[config.mk]
export PLATFORM = sky130hd
export DESIGN_NAME = drop_bus_top
export DESIGN_NICKNAME = d
export VERILOG_FILES = /design/src/logic/drop_bus_pkg.sv /design/src/logic/drop_bus_top.sv /design/src/logic/link_edge_sync.sv /design/src/logic/drop_chan_out.sv
export SDC_FILE = /design/constraint.sdc
export NUM_CORES = 1
export LEC_CHECK = 0
export BUFFER_PORTS_ARGS = -buffer_cell sky130_fd_sc_hd__buf_2
export CAP_MARGIN = 0
export CORE_UTILIZATION = 35
export DETAILED_ROUTE_END_ITERATION = 8
export SLEW_MARGIN = 5
export SYNTH_ARGS = -nofsm -noshare
export SYNTH_HDL_FRONTEND = slang
export SYNTH_SLANG_ARGS = --single-unit
[constraint.sdc]
create_clock -name clk -period 4.3 [get_ports clk]
set_input_delay 0.43 -clock clk [delete_from_list [all_inputs] [get_ports clk]]
set_output_delay 0.43 -clock clk [all_outputs]
set_load 0.01 [all_outputs]
[src/logic/drop_bus_pkg.sv]
// constants, field layouts and carrier types of the drop bus output block
// assumes the per-channel byte source and the line-side framer run on clk
package drop_bus_pkg;

   localparam int NUM_CH_DEF = 3;
   localparam int ADDR_W_DEF = 12;

   // register indices; byte address is four times the index
   localparam logic [9:0] IDX_CTL = 10'h13B;
   localparam logic [9:0] IDX_IRQ_STAT = 10'h140;
   localparam logic [9:0] IDX_IRQ_MASK = 10'h141;
   localparam logic [9:0] IDX_LIVE = 10'h142;
   localparam logic [9:0] IDX_CNT0 = 10'h144;

   // control register fields
   localparam int CTL_ODD_BIT = 0;
   localparam int CTL_ALL_BIT = 1;
   localparam int CTL_EN_LSB = 2;
   localparam logic [7:0] CTL_RESET = 8'h1C;
   localparam logic [7:0] IRQ_MASK_RESET = 8'h00;
   localparam logic [7:0] CNT_RESET = 8'h00;

   localparam logic [1:0] RESP_OKAY = 2'h0;
   localparam logic [1:0] RESP_SLVERR = 2'h2;

   // bus clock rates of the two modes and the sampling clock
   localparam int SYS_CLK_KHZ = 40000;
   localparam int BUS_CLK_3CH_KHZ = 19440;
   localparam int BUS_CLK_1CH_KHZ = 6480;
   localparam int SYNC_STAGES = 3;

   typedef struct packed {
      logic [7:0] data;
      logic toh;
      logic c1;
      logic j1;
      logic ais;
   } drop_byte_s;

   typedef struct packed {
      logic [7:0] data;
      logic payload;
      logic phase;
      logic parity;
      logic alarm;
      logic busClk;
   } drop_pins_s;

   typedef struct packed {
      logic clk;
      logic pos;
      logic neg;
   } tx_line_s;

endpackage

[src/logic/drop_bus_top.sv]
// drop bus output block: AXI4-Lite registers, interrupts, per-channel pins
// assumes one link clock pin shared by all channels and a clk-domain byte source
//
// Our own choice: register access over AXI4-Lite.
`timescale 1ns/10ps
`default_nettype none
module drop_bus_top
#(
   parameter int NUM_CH = drop_bus_pkg::NUM_CH_DEF,
   parameter int ADDR_W = drop_bus_pkg::ADDR_W_DEF
)
(
   // clock and reset
   input wire logic clk,
   input wire logic sys_rst,
   // AXI4-Lite write address
   input wire logic [ADDR_W-1:0] s_axi_awaddr,
   input wire logic s_axi_awvalid,
   output logic s_axi_awready,
   // AXI4-Lite write data
   input wire logic [31:0] s_axi_wdata,
   input wire logic [3:0] s_axi_wstrb,
   input wire logic s_axi_wvalid,
   output logic s_axi_wready,
   // AXI4-Lite write response
   output logic [1:0] s_axi_bresp,
   output logic s_axi_bvalid,
   input wire logic s_axi_bready,
   // AXI4-Lite read address
   input wire logic [ADDR_W-1:0] s_axi_araddr,
   input wire logic s_axi_arvalid,
   output logic s_axi_arready,
   // AXI4-Lite read data
   output logic [31:0] s_axi_rdata,
   output logic [1:0] s_axi_rresp,
   output logic s_axi_rvalid,
   input wire logic s_axi_rready,
   // link clock pin
   input wire logic linkClkIn,
   // byte sources
   input wire drop_bus_pkg::drop_byte_s [NUM_CH-1:0] srcByte,
   input wire logic [NUM_CH-1:0] srcValid,
   output logic [NUM_CH-1:0] srcTaken,
   // line-side signals
   input wire drop_bus_pkg::tx_line_s [NUM_CH-1:0] txLine,
   // drop bus pins
   output drop_bus_pkg::drop_pins_s [NUM_CH-1:0] dropPins,
   // interrupt
   output logic irq
);
   import drop_bus_pkg::*;

   localparam int IRQ_W = 2 * NUM_CH;

   // one-hot register select: {count, live, mask, status, control}
   typedef logic [4:0] reg_sel_t;

   function automatic reg_sel_t decodeReg(input logic [ADDR_W-1:0] a);
      logic [9:0] idx;
      logic cntHit;
      idx = 10'(a[ADDR_W-1:2]);
      cntHit = (idx[9:2] == IDX_CNT0[9:2]) && (32'(idx[1:0]) < NUM_CH);
      decodeReg = {cntHit, idx == IDX_LIVE, idx == IDX_IRQ_MASK, idx == IDX_IRQ_STAT, idx == IDX_CTL};
   endfunction

   // control and interrupt registers
   logic [7:0] ctl_q, ctl_d;
   logic [IRQ_W-1:0] irqStat_q, irqStat_d, irqMask_q, irqMask_d;
   logic irq_q, irq_d;
   logic [7:0] byteCnt_q [NUM_CH];

   // write channel state
   logic awFull_q, awFull_d, wFull_q, wFull_d;
   logic [ADDR_W-1:0] awAddr_q;
   logic [31:0] wData_q;
   logic [3:0] wStrb_q;
   logic awready_q, wready_q, bvalid_q, bvalid_d;
   logic [1:0] bresp_q;

   // read channel state
   logic arready_q, rvalid_q, rvalid_d;
   logic [31:0] rdata_q;
   logic [1:0] rresp_q;

   // next values of the bus-side registers
   logic awready_d, wready_d, arready_d, wrBad, rdBad;
   logic [ADDR_W-1:0] awAddr_d;
   logic [31:0] wData_d, rdata_d;
   logic [3:0] wStrb_d;
   logic [1:0] bresp_d, rresp_d;

   // decode and strobes
   logic awHs, wHs, arHs, doWrite;
   reg_sel_t wrSel, rdSel;
   logic wrCtl, wrStat, wrMask;
   logic [31:0] rdMux;
   logic [31:0] cntWord, ctlWord, statWord, maskWord, liveWord;
   logic [1:0] cntIdx;

   // per-channel wires
   logic linkRise, linkFall;
   logic [NUM_CH-1:0] busEnable, underrun, aisRise, aisLive;
   logic [IRQ_W-1:0] irqEvents, irqClear;
   drop_pins_s [NUM_CH-1:0] pinsW;
   logic [NUM_CH-1:0] takenW;

   assign awHs = s_axi_awvalid && awready_q;
   assign wHs = s_axi_wvalid && wready_q;
   assign arHs = s_axi_arvalid && arready_q;
   assign doWrite = awFull_q && wFull_q && !bvalid_q;

   assign wrSel = decodeReg(awAddr_q);
   assign rdSel = decodeReg(s_axi_araddr);
   assign wrCtl = doWrite && wrSel[0] && wStrb_q[0];
   assign wrStat = doWrite && wrSel[1] && wStrb_q[0];
   assign wrMask = doWrite && wrSel[2] && wStrb_q[0];

   // unmapped counter slots never index past the array
   assign cntIdx = (32'(s_axi_araddr[3:2]) < NUM_CH) ? s_axi_araddr[3:2] : 2'b00;
   assign cntWord = {24'h000000, byteCnt_q[cntIdx]};
   assign ctlWord = {24'h000000, ctl_q};
   assign statWord = {{(32 - IRQ_W){1'b0}}, irqStat_q};
   assign maskWord = {{(32 - IRQ_W){1'b0}}, irqMask_q};
   assign liveWord = {{(32 - NUM_CH){1'b0}}, aisLive};
   assign rdMux = rdSel[0] ? ctlWord :
                  rdSel[1] ? statWord :
                  rdSel[2] ? maskWord :
                  rdSel[3] ? liveWord :
                  rdSel[4] ? cntWord : 32'h00000000;

   // control register steers parity and bus enables
   assign ctl_d = wrCtl ? wData_q[7:0] : ctl_q;
   assign busEnable = ctl_q[CTL_EN_LSB +: NUM_CH];

   // sticky events: a set in the clear cycle wins
   assign irqEvents = {underrun, aisRise};
   assign irqClear = wrStat ? wData_q[IRQ_W-1:0] : '0;
   assign irqStat_d = (irqStat_q & ~irqClear) | irqEvents;
   assign irqMask_d = wrMask ? wData_q[IRQ_W-1:0] : irqMask_q;
   assign irq_d = |(irqStat_d & irqMask_d);

   // write and read handshake bookkeeping
   assign awFull_d = doWrite ? 1'b0 : (awFull_q || awHs);
   assign wFull_d = doWrite ? 1'b0 : (wFull_q || wHs);
   assign bvalid_d = doWrite ? 1'b1 : (bvalid_q && !s_axi_bready);
   assign rvalid_d = arHs ? 1'b1 : (rvalid_q && !s_axi_rready);
   assign awready_d = !awFull_d && !bvalid_d;
   assign wready_d = !wFull_d && !bvalid_d;
   assign arready_d = !rvalid_d;

   // captured request fields and responses
   assign awAddr_d = awHs ? s_axi_awaddr : awAddr_q;
   assign wData_d = wHs ? s_axi_wdata : wData_q;
   assign wStrb_d = wHs ? s_axi_wstrb : wStrb_q;
   assign wrBad = (wrSel == 5'h00) || wrSel[3] || wrSel[4];
   assign rdBad = rdSel == 5'h00;
   assign bresp_d = doWrite ? (wrBad ? RESP_SLVERR : RESP_OKAY) : bresp_q;
   assign rdata_d = arHs ? rdMux : rdata_q;
   assign rresp_d = arHs ? (rdBad ? RESP_SLVERR : RESP_OKAY) : rresp_q;

   link_edge_sync u_link_sync
   (
      .clk(clk),
      .sys_rst(sys_rst),
      .asyncIn(linkClkIn),
      .rise(linkRise),
      .fall(linkFall)
   );

   generate
      for (genvar ch = 0; ch < NUM_CH; ch++)
      begin : g_ch
         drop_chan_out u_chan
         (
            .clk(clk),
            .sys_rst(sys_rst),
            .rise(linkRise),
            .fall(linkFall),
            .busEnable(busEnable[ch]),
            .parityOdd(ctl_q[CTL_ODD_BIT]),
            .parityAll(ctl_q[CTL_ALL_BIT]),
            .srcByte(srcByte[ch]),
            .srcValid(srcValid[ch]),
            .txLine(txLine[ch]),
            .pins(pinsW[ch]),
            .srcTaken(takenW[ch]),
            .underrun(underrun[ch]),
            .aisRise(aisRise[ch]),
            .aisLive(aisLive[ch])
         );

         // wrapping count of source bytes taken on the channel
         always_ff @(posedge clk)
         begin
            if (sys_rst)
               byteCnt_q[ch] <= CNT_RESET;
            else if (takenW[ch])
               byteCnt_q[ch] <= byteCnt_q[ch] + 8'h01;
         end
      end
   endgenerate

   always_ff @(posedge clk)
   begin
      if (sys_rst)
         ctl_q <= CTL_RESET;
      else
         ctl_q <= ctl_d;
   end

   always_ff @(posedge clk)
   begin
      if (sys_rst)
         irqStat_q <= '0;
      else
         irqStat_q <= irqStat_d;
   end

   always_ff @(posedge clk)
   begin
      if (sys_rst)
         irqMask_q <= IRQ_W'(IRQ_MASK_RESET);
      else
         irqMask_q <= irqMask_d;
   end

   always_ff @(posedge clk)
   begin
      if (sys_rst)
         irq_q <= 1'b0;
      else
         irq_q <= irq_d;
   end

   always_ff @(posedge clk)
   begin
      if (sys_rst)
         awFull_q <= 1'b0;
      else
         awFull_q <= awFull_d;
   end

   always_ff @(posedge clk)
   begin
      if (sys_rst)
         wFull_q <= 1'b0;
      else
         wFull_q <= wFull_d;
   end

   always_ff @(posedge clk)
   begin
      if (sys_rst)
         awready_q <= 1'b0;
      else
         awready_q <= awready_d;
   end

   always_ff @(posedge clk)
   begin
      if (sys_rst)
         wready_q <= 1'b0;
      else
         wready_q <= wready_d;
   end

   always_ff @(posedge clk)
   begin
      if (sys_rst)
         bvalid_q <= 1'b0;
      else
         bvalid_q <= bvalid_d;
   end

   always_ff @(posedge clk)
   begin
      if (sys_rst)
         bresp_q <= RESP_OKAY;
      else
         bresp_q <= bresp_d;
   end

   always_ff @(posedge clk)
   begin
      if (sys_rst)
         awAddr_q <= '0;
      else
         awAddr_q <= awAddr_d;
   end

   always_ff @(posedge clk)
   begin
      if (sys_rst)
         wData_q <= 32'h00000000;
      else
         wData_q <= wData_d;
   end

   always_ff @(posedge clk)
   begin
      if (sys_rst)
         wStrb_q <= 4'h0;
      else
         wStrb_q <= wStrb_d;
   end

   always_ff @(posedge clk)
   begin
      if (sys_rst)
         arready_q <= 1'b0;
      else
         arready_q <= arready_d;
   end

   always_ff @(posedge clk)
   begin
      if (sys_rst)
         rvalid_q <= 1'b0;
      else
         rvalid_q <= rvalid_d;
   end

   always_ff @(posedge clk)
   begin
      if (sys_rst)
         rdata_q <= 32'h00000000;
      else
         rdata_q <= rdata_d;
   end

   always_ff @(posedge clk)
   begin
      if (sys_rst)
         rresp_q <= RESP_OKAY;
      else
         rresp_q <= rresp_d;
   end

   assign s_axi_awready = awready_q;
   assign s_axi_wready = wready_q;
   assign s_axi_bvalid = bvalid_q;
   assign s_axi_bresp = bresp_q;
   assign s_axi_arready = arready_q;
   assign s_axi_rvalid = rvalid_q;
   assign s_axi_rdata = rdata_q;
   assign s_axi_rresp = rresp_q;
   assign dropPins = pinsW;
   assign srcTaken = takenW;
   assign irq = irq_q;
endmodule
`default_nettype wire

[src/logic/link_edge_sync.sv]
// three-stage synchroniser with edge detection for the sampled link clock
// assumes the input is asynchronous to clk and far slower than it
`timescale 1ns/10ps
`default_nettype none
module link_edge_sync
(
   // clock and reset
   input wire logic clk,
   input wire logic sys_rst,
   // asynchronous level
   input wire logic asyncIn,
   // clk-domain results
   output logic rise,
   output logic fall
);
   import drop_bus_pkg::*;

   logic s1_q, s2_q, s3_q, level_q;
   logic change;

   // a change counts once stages two and three agree
   assign change = (s2_q == s3_q) && (s3_q != level_q);
   assign rise = change && s3_q;
   assign fall = change && !s3_q;

   always_ff @(posedge clk)
   begin
      if (sys_rst)
      begin
         s1_q <= 1'b0;
         s2_q <= 1'b0;
         s3_q <= 1'b0;
         level_q <= 1'b0;
      end
      else
      begin
         s1_q <= asyncIn;
         s2_q <= s1_q;
         s3_q <= s2_q;
         if (change)
            level_q <= s3_q;
      end
   end
endmodule
`default_nettype wire

[src/logic/drop_chan_out.sv]
// one channel of drop bus pins: byte, indicators, parity, alarm, bus clock
// assumes rise/fall pulses from the link synchroniser and a same-clock source
`timescale 1ns/10ps
`default_nettype none
module drop_chan_out
(
   // clock and reset
   input wire logic clk,
   input wire logic sys_rst,
   // timing and configuration
   input wire logic rise,
   input wire logic fall,
   input wire logic busEnable,
   input wire logic parityOdd,
   input wire logic parityAll,
   // byte source
   input wire drop_bus_pkg::drop_byte_s srcByte,
   input wire logic srcValid,
   // line-side signals used while the bus is off
   input wire drop_bus_pkg::tx_line_s txLine,
   // pins and events
   output drop_bus_pkg::drop_pins_s pins,
   output logic srcTaken,
   output logic underrun,
   output logic aisRise,
   output logic aisLive
);
   import drop_bus_pkg::*;

   drop_pins_s pins_q, pins_d, busNext;
   logic aisLive_q, taken_q, underrun_q, aisRise_q;
   logic nextPayload, nextPhase, nextAlarm, parityBase;
   logic [7:0] nextData;
   logic present;

   assign present = rise && busEnable;
   assign nextData = srcValid ? srcByte.data : 8'h00;
   // C1 is overhead, J1 is payload, whatever the source says
   assign nextPayload = srcValid && !srcByte.c1 && (srcByte.j1 || !srcByte.toh);
   assign nextPhase = srcValid && (srcByte.c1 || srcByte.j1);
   assign nextAlarm = srcValid && srcByte.ais;
   // parity over the very values driven this cycle
   assign parityBase = ^nextData ^ (parityAll ? (nextPayload ^ nextPhase) : 1'b0);
   assign busNext = '{data: nextData, payload: nextPayload, phase: nextPhase,
                      parity: parityBase ^ parityOdd, alarm: nextAlarm, busClk: 1'b1};

   always_comb
   begin
      pins_d = pins_q;
      if (!busEnable)
      begin
         pins_d = '0;
         pins_d.phase = txLine.clk;
         pins_d.parity = txLine.pos;
         pins_d.alarm = txLine.neg;
      end
      else if (present)
         pins_d = busNext;
      else if (fall)
         pins_d.busClk = 1'b0;
   end

   always_ff @(posedge clk)
   begin
      if (sys_rst)
      begin
         pins_q <= '0;
         aisLive_q <= 1'b0;
         taken_q <= 1'b0;
         underrun_q <= 1'b0;
         aisRise_q <= 1'b0;
      end
      else
      begin
         pins_q <= pins_d;
         taken_q <= present && srcValid;
         underrun_q <= present && !srcValid;
         aisRise_q <= present && nextAlarm && !aisLive_q;
         if (present)
            aisLive_q <= nextAlarm;
         else if (!busEnable)
            aisLive_q <= 1'b0;
      end
   end

   assign pins = pins_q;
   assign srcTaken = taken_q;
   assign underrun = underrun_q;
   assign aisRise = aisRise_q;
   assign aisLive = aisLive_q;
endmodule
`default_nettype wire

==> qor.csv <==
stage,metric,value,unit
yosys,synth.most_common_cell,nand2_1,
yosys,synth-adder-area-share,0.005687,
yosys,post_synth_num_cell_types,64,
clock_tree,clock-sinks,136,
clock_tree,cts_inserted_buffers,17,
pwr,p_per_area,390.9,nW/um^2
timing,min_period_over_period,0.5576,
yosys,yosysSeqAreaShare,0.4489,
global_route,antenna_found_initial,2,
clock_tree,clk_pin_slew,0.06,ns
floorplanning,initial_utilization,0.3625,
timing,maxSlewHeadroom,0.3297,
setup_path,worstSetupStartpointType,flop,
yosys,async_flop_share,0,
timing,min_period,2.398,ns
yosys,synthSimpleGateAreaFrac,0.2334,
timing,rsz0062_at_grt,no,
clock_tree,clock_path_buffers,2,
final_layout,final_area,7858,sq um
timing,drv_slew,0,
placed_design,gp_congestion,0.7804,
timing,tns,0,ns
timing,hold_viol,0,
yosys,synth_edf_count,24,
timing,skew,0.02056,ns
clock_tree,cts_resized,0,
placed_design,pre_cts_ws,1.859,ns
placed_design,port_buffers,142,
min_path,hold_path_class,in2reg,
clock_tree,cts_setup_buffers,0,
floorplanning,num_rows,49,
floorplanning,coreArea,18210,sq um
timing,setup_violations,0,
floorplanning,die_h,139.3,microns
yosys,synth-seq-cells,136,
timing,timing.fmax,417.1,MHz
status,outcome,completed,
floorplanning,die_area,19410,sq um
yosys,syn_avg_cell_area,8.777,sq um
pwr,vdd_drop_max,0.2705,mV
yosys,yosys_warnings,0,
yosys,synth-compound-area-share,0.1464,
global_route,grt-ovfl-total,0,
clock_tree,cts_tree,done,
setup_path,crit_required,4.56,ns
yosys,muxShareOfSynthArea,0.02294,
job,cap_viol_max_count,0,
final_layout,multi_input_area,3212,sq um
floorplanning,ios,200,
final_layout,seqCellArea,2963,sq um
yosys,synth_xor_area_frac,0.06199,
yosys,synth_top_area_frac,0.3397,
yosys,syn_inst,752,
placed_design,place_area,7254,sq um
global_route,grt_usage,0.1779,
route,first_iter_violations,330,
global_route,grt_pass1_wl,26960,microns
clock_tree,root_buffer,clkbuf_16,
yosys,synth.area.top_cells,"dfxtp_1 34%, edfxtp_1 11%, nand2_1 6.5%",
clock_tree,clk_latency,0.43,ns
timing,setup_ws,1.902,ns
floorplanning,fp.dieW,139.3,microns
route,ant_nets,0,
setup_path,crit_arrival,2.66,ns
setup_path,cp_max_fo,20,
global_route,grt_max_degree,60,
route,drc,0,
pwr,p_leak,3.085,nW
clock_tree,holdBufCountCts,0,
final_layout,nets,987,
final_layout,insertedDiodeCount,0,
route,routed_via_density,5.016,
route,drtPass1Iterations,4,
final_layout,syn_to_final_growth,19.05,%
setup_path,cp-end-kind,flop,
route,vias,5563,
yosys,synth_top_family_by_area,simple AND/OR/NAND/NOR gates,
placed_design,hpwlAfterDp,11910,microns
final_layout,drive_above_1_share,0.2284,
yosys,syn_area,6600,sq um
final_layout,fill_cells,1813,
yosys,synth_common_cells,"114 x nand2_1, 112 x dfxtp_1, 78 x a21oi_1",
route,routedWlPerCell,14.94,microns
setup_path,critPathKind,reg2reg,
yosys,ys.flop_type,dfxtp_1,
route,routed_wl,16570,microns
yosys,yosysTopAreaCell,dfxtp_1,
timing,max_slew.worst_pin.slew,1.000,ns
global_route,grt_pass1_vias,5276,
clock_tree,htree_levels,4,
through the flow:
step	utilization	hold WS, ns	power [W]	cells
2_1_floorplan	-	0.4104	0.001553	777
3_3_place_gp	0.3984	0.4209	0.001615	1078
3_5_place_dp	0.3984	0.4390	0.001618	1078
4_1_cts	0.4315	0.2009	0.003109	1109
5_1_grt	0.4315	0.2091	0.003189	1109
6_report	0.4315	0.2144	0.003071	1109
cells by family (layout without fill, tap and decap cells):
kind of cell	Yosys count	in the layout
AOI/OAI and AO/OA	151	151
xor gates and xnor gates	42	42
adders and majority gates	3	3
buffers and inverters	87	190
DFF	136	136
muxes	15	15
other	1	26
and+or+nand+nor	317	317
critical path: stages (launching register included):
cell and delay (ns):
dfxtp_1 0.31, or4b_4 0.55, nor4_2 0.28, buf_4 0.28, nand2_1 0.26, o21ai_0 0.25, o32a_1 0.19, a41oi_2 0.12
cell usage in the layout, fill, tap and decap left out, drive strengths merged, types with 3 or more instances in the layout:
master,instances
o21ai,17
nor4,8
nand2b,8
nand3,51
o21bai,3
or2,3
conb,26
or4,4
o211ai,3
a211oi,13
ha,3
nor3,17
nand2,116
clkbuf,25
clkinv,3
o31ai,3
nor3b,5
edfxtp,24
a41o,3
mux2i,14
xor2,15
a21oi,78
and2,4
o22ai,4
and3,8
a2111oi,4
inv,12
nor2,65
xnor3,3
a311oi,6
dfxtp,112
a211o,6
xnor2,24
buf,147
nor2b,18
or4b,3
final cells by class:
cell class                      instances  area share
Clock buffer                           25     0.06576
Clock inverter                          6     0.01099
Inverter                               12    0.005732
Multi-Input combinational cell        554      0.4088
Sequential cell                       136      0.3771
Tap cell                              229     0.03646
Timing Repair Buffer                  147     0.09522
report_power, final:
group	internal, W	switching [W]
clock	0.000946	0.000537
sequential	0.00132	0.0000262
combinational	0.000107	0.000132
total	0.00238	0.000695
path summary, 6_finish.rpt:
kind,slack (ns),endpoint,startpoint,cells after the start
hold / removal,0.21,g_ch[1].u_chan.pins[2],txLine[4],3
setup reg to reg,1.90,irq,awAddr_q[11],7
hold reg to reg,0.45,u_link_sync.s2_q,u_link_sync.s1_q,1
setup / recovery,1.90,irq,awAddr_q[11],7
state kept, by name, summed over array words and instances, names as in the netlist, 6 cells and up:
name              flops
irqMask_q             6
g_ch.u_chan.pins     39
byteCnt_q            24
s_axi_rdata           8
awAddr_q             10
irqStat_q             6
ctl_q                 8
wData_q               8
metal layers:
metal | GRT usage | part of all wire | vias up
met2 | 0.2843 | 0.46 | 167
met4 | 0.06316 | 0.0097 | 2
met5 | 0 | 0.00078 | -
met1 | 0.2191 | 0.45 | 2582
met3 | 0.06573 | 0.084 | 18
li1 | - | - | 2794
Note: power is estimated with default switching activity, not from simulation.
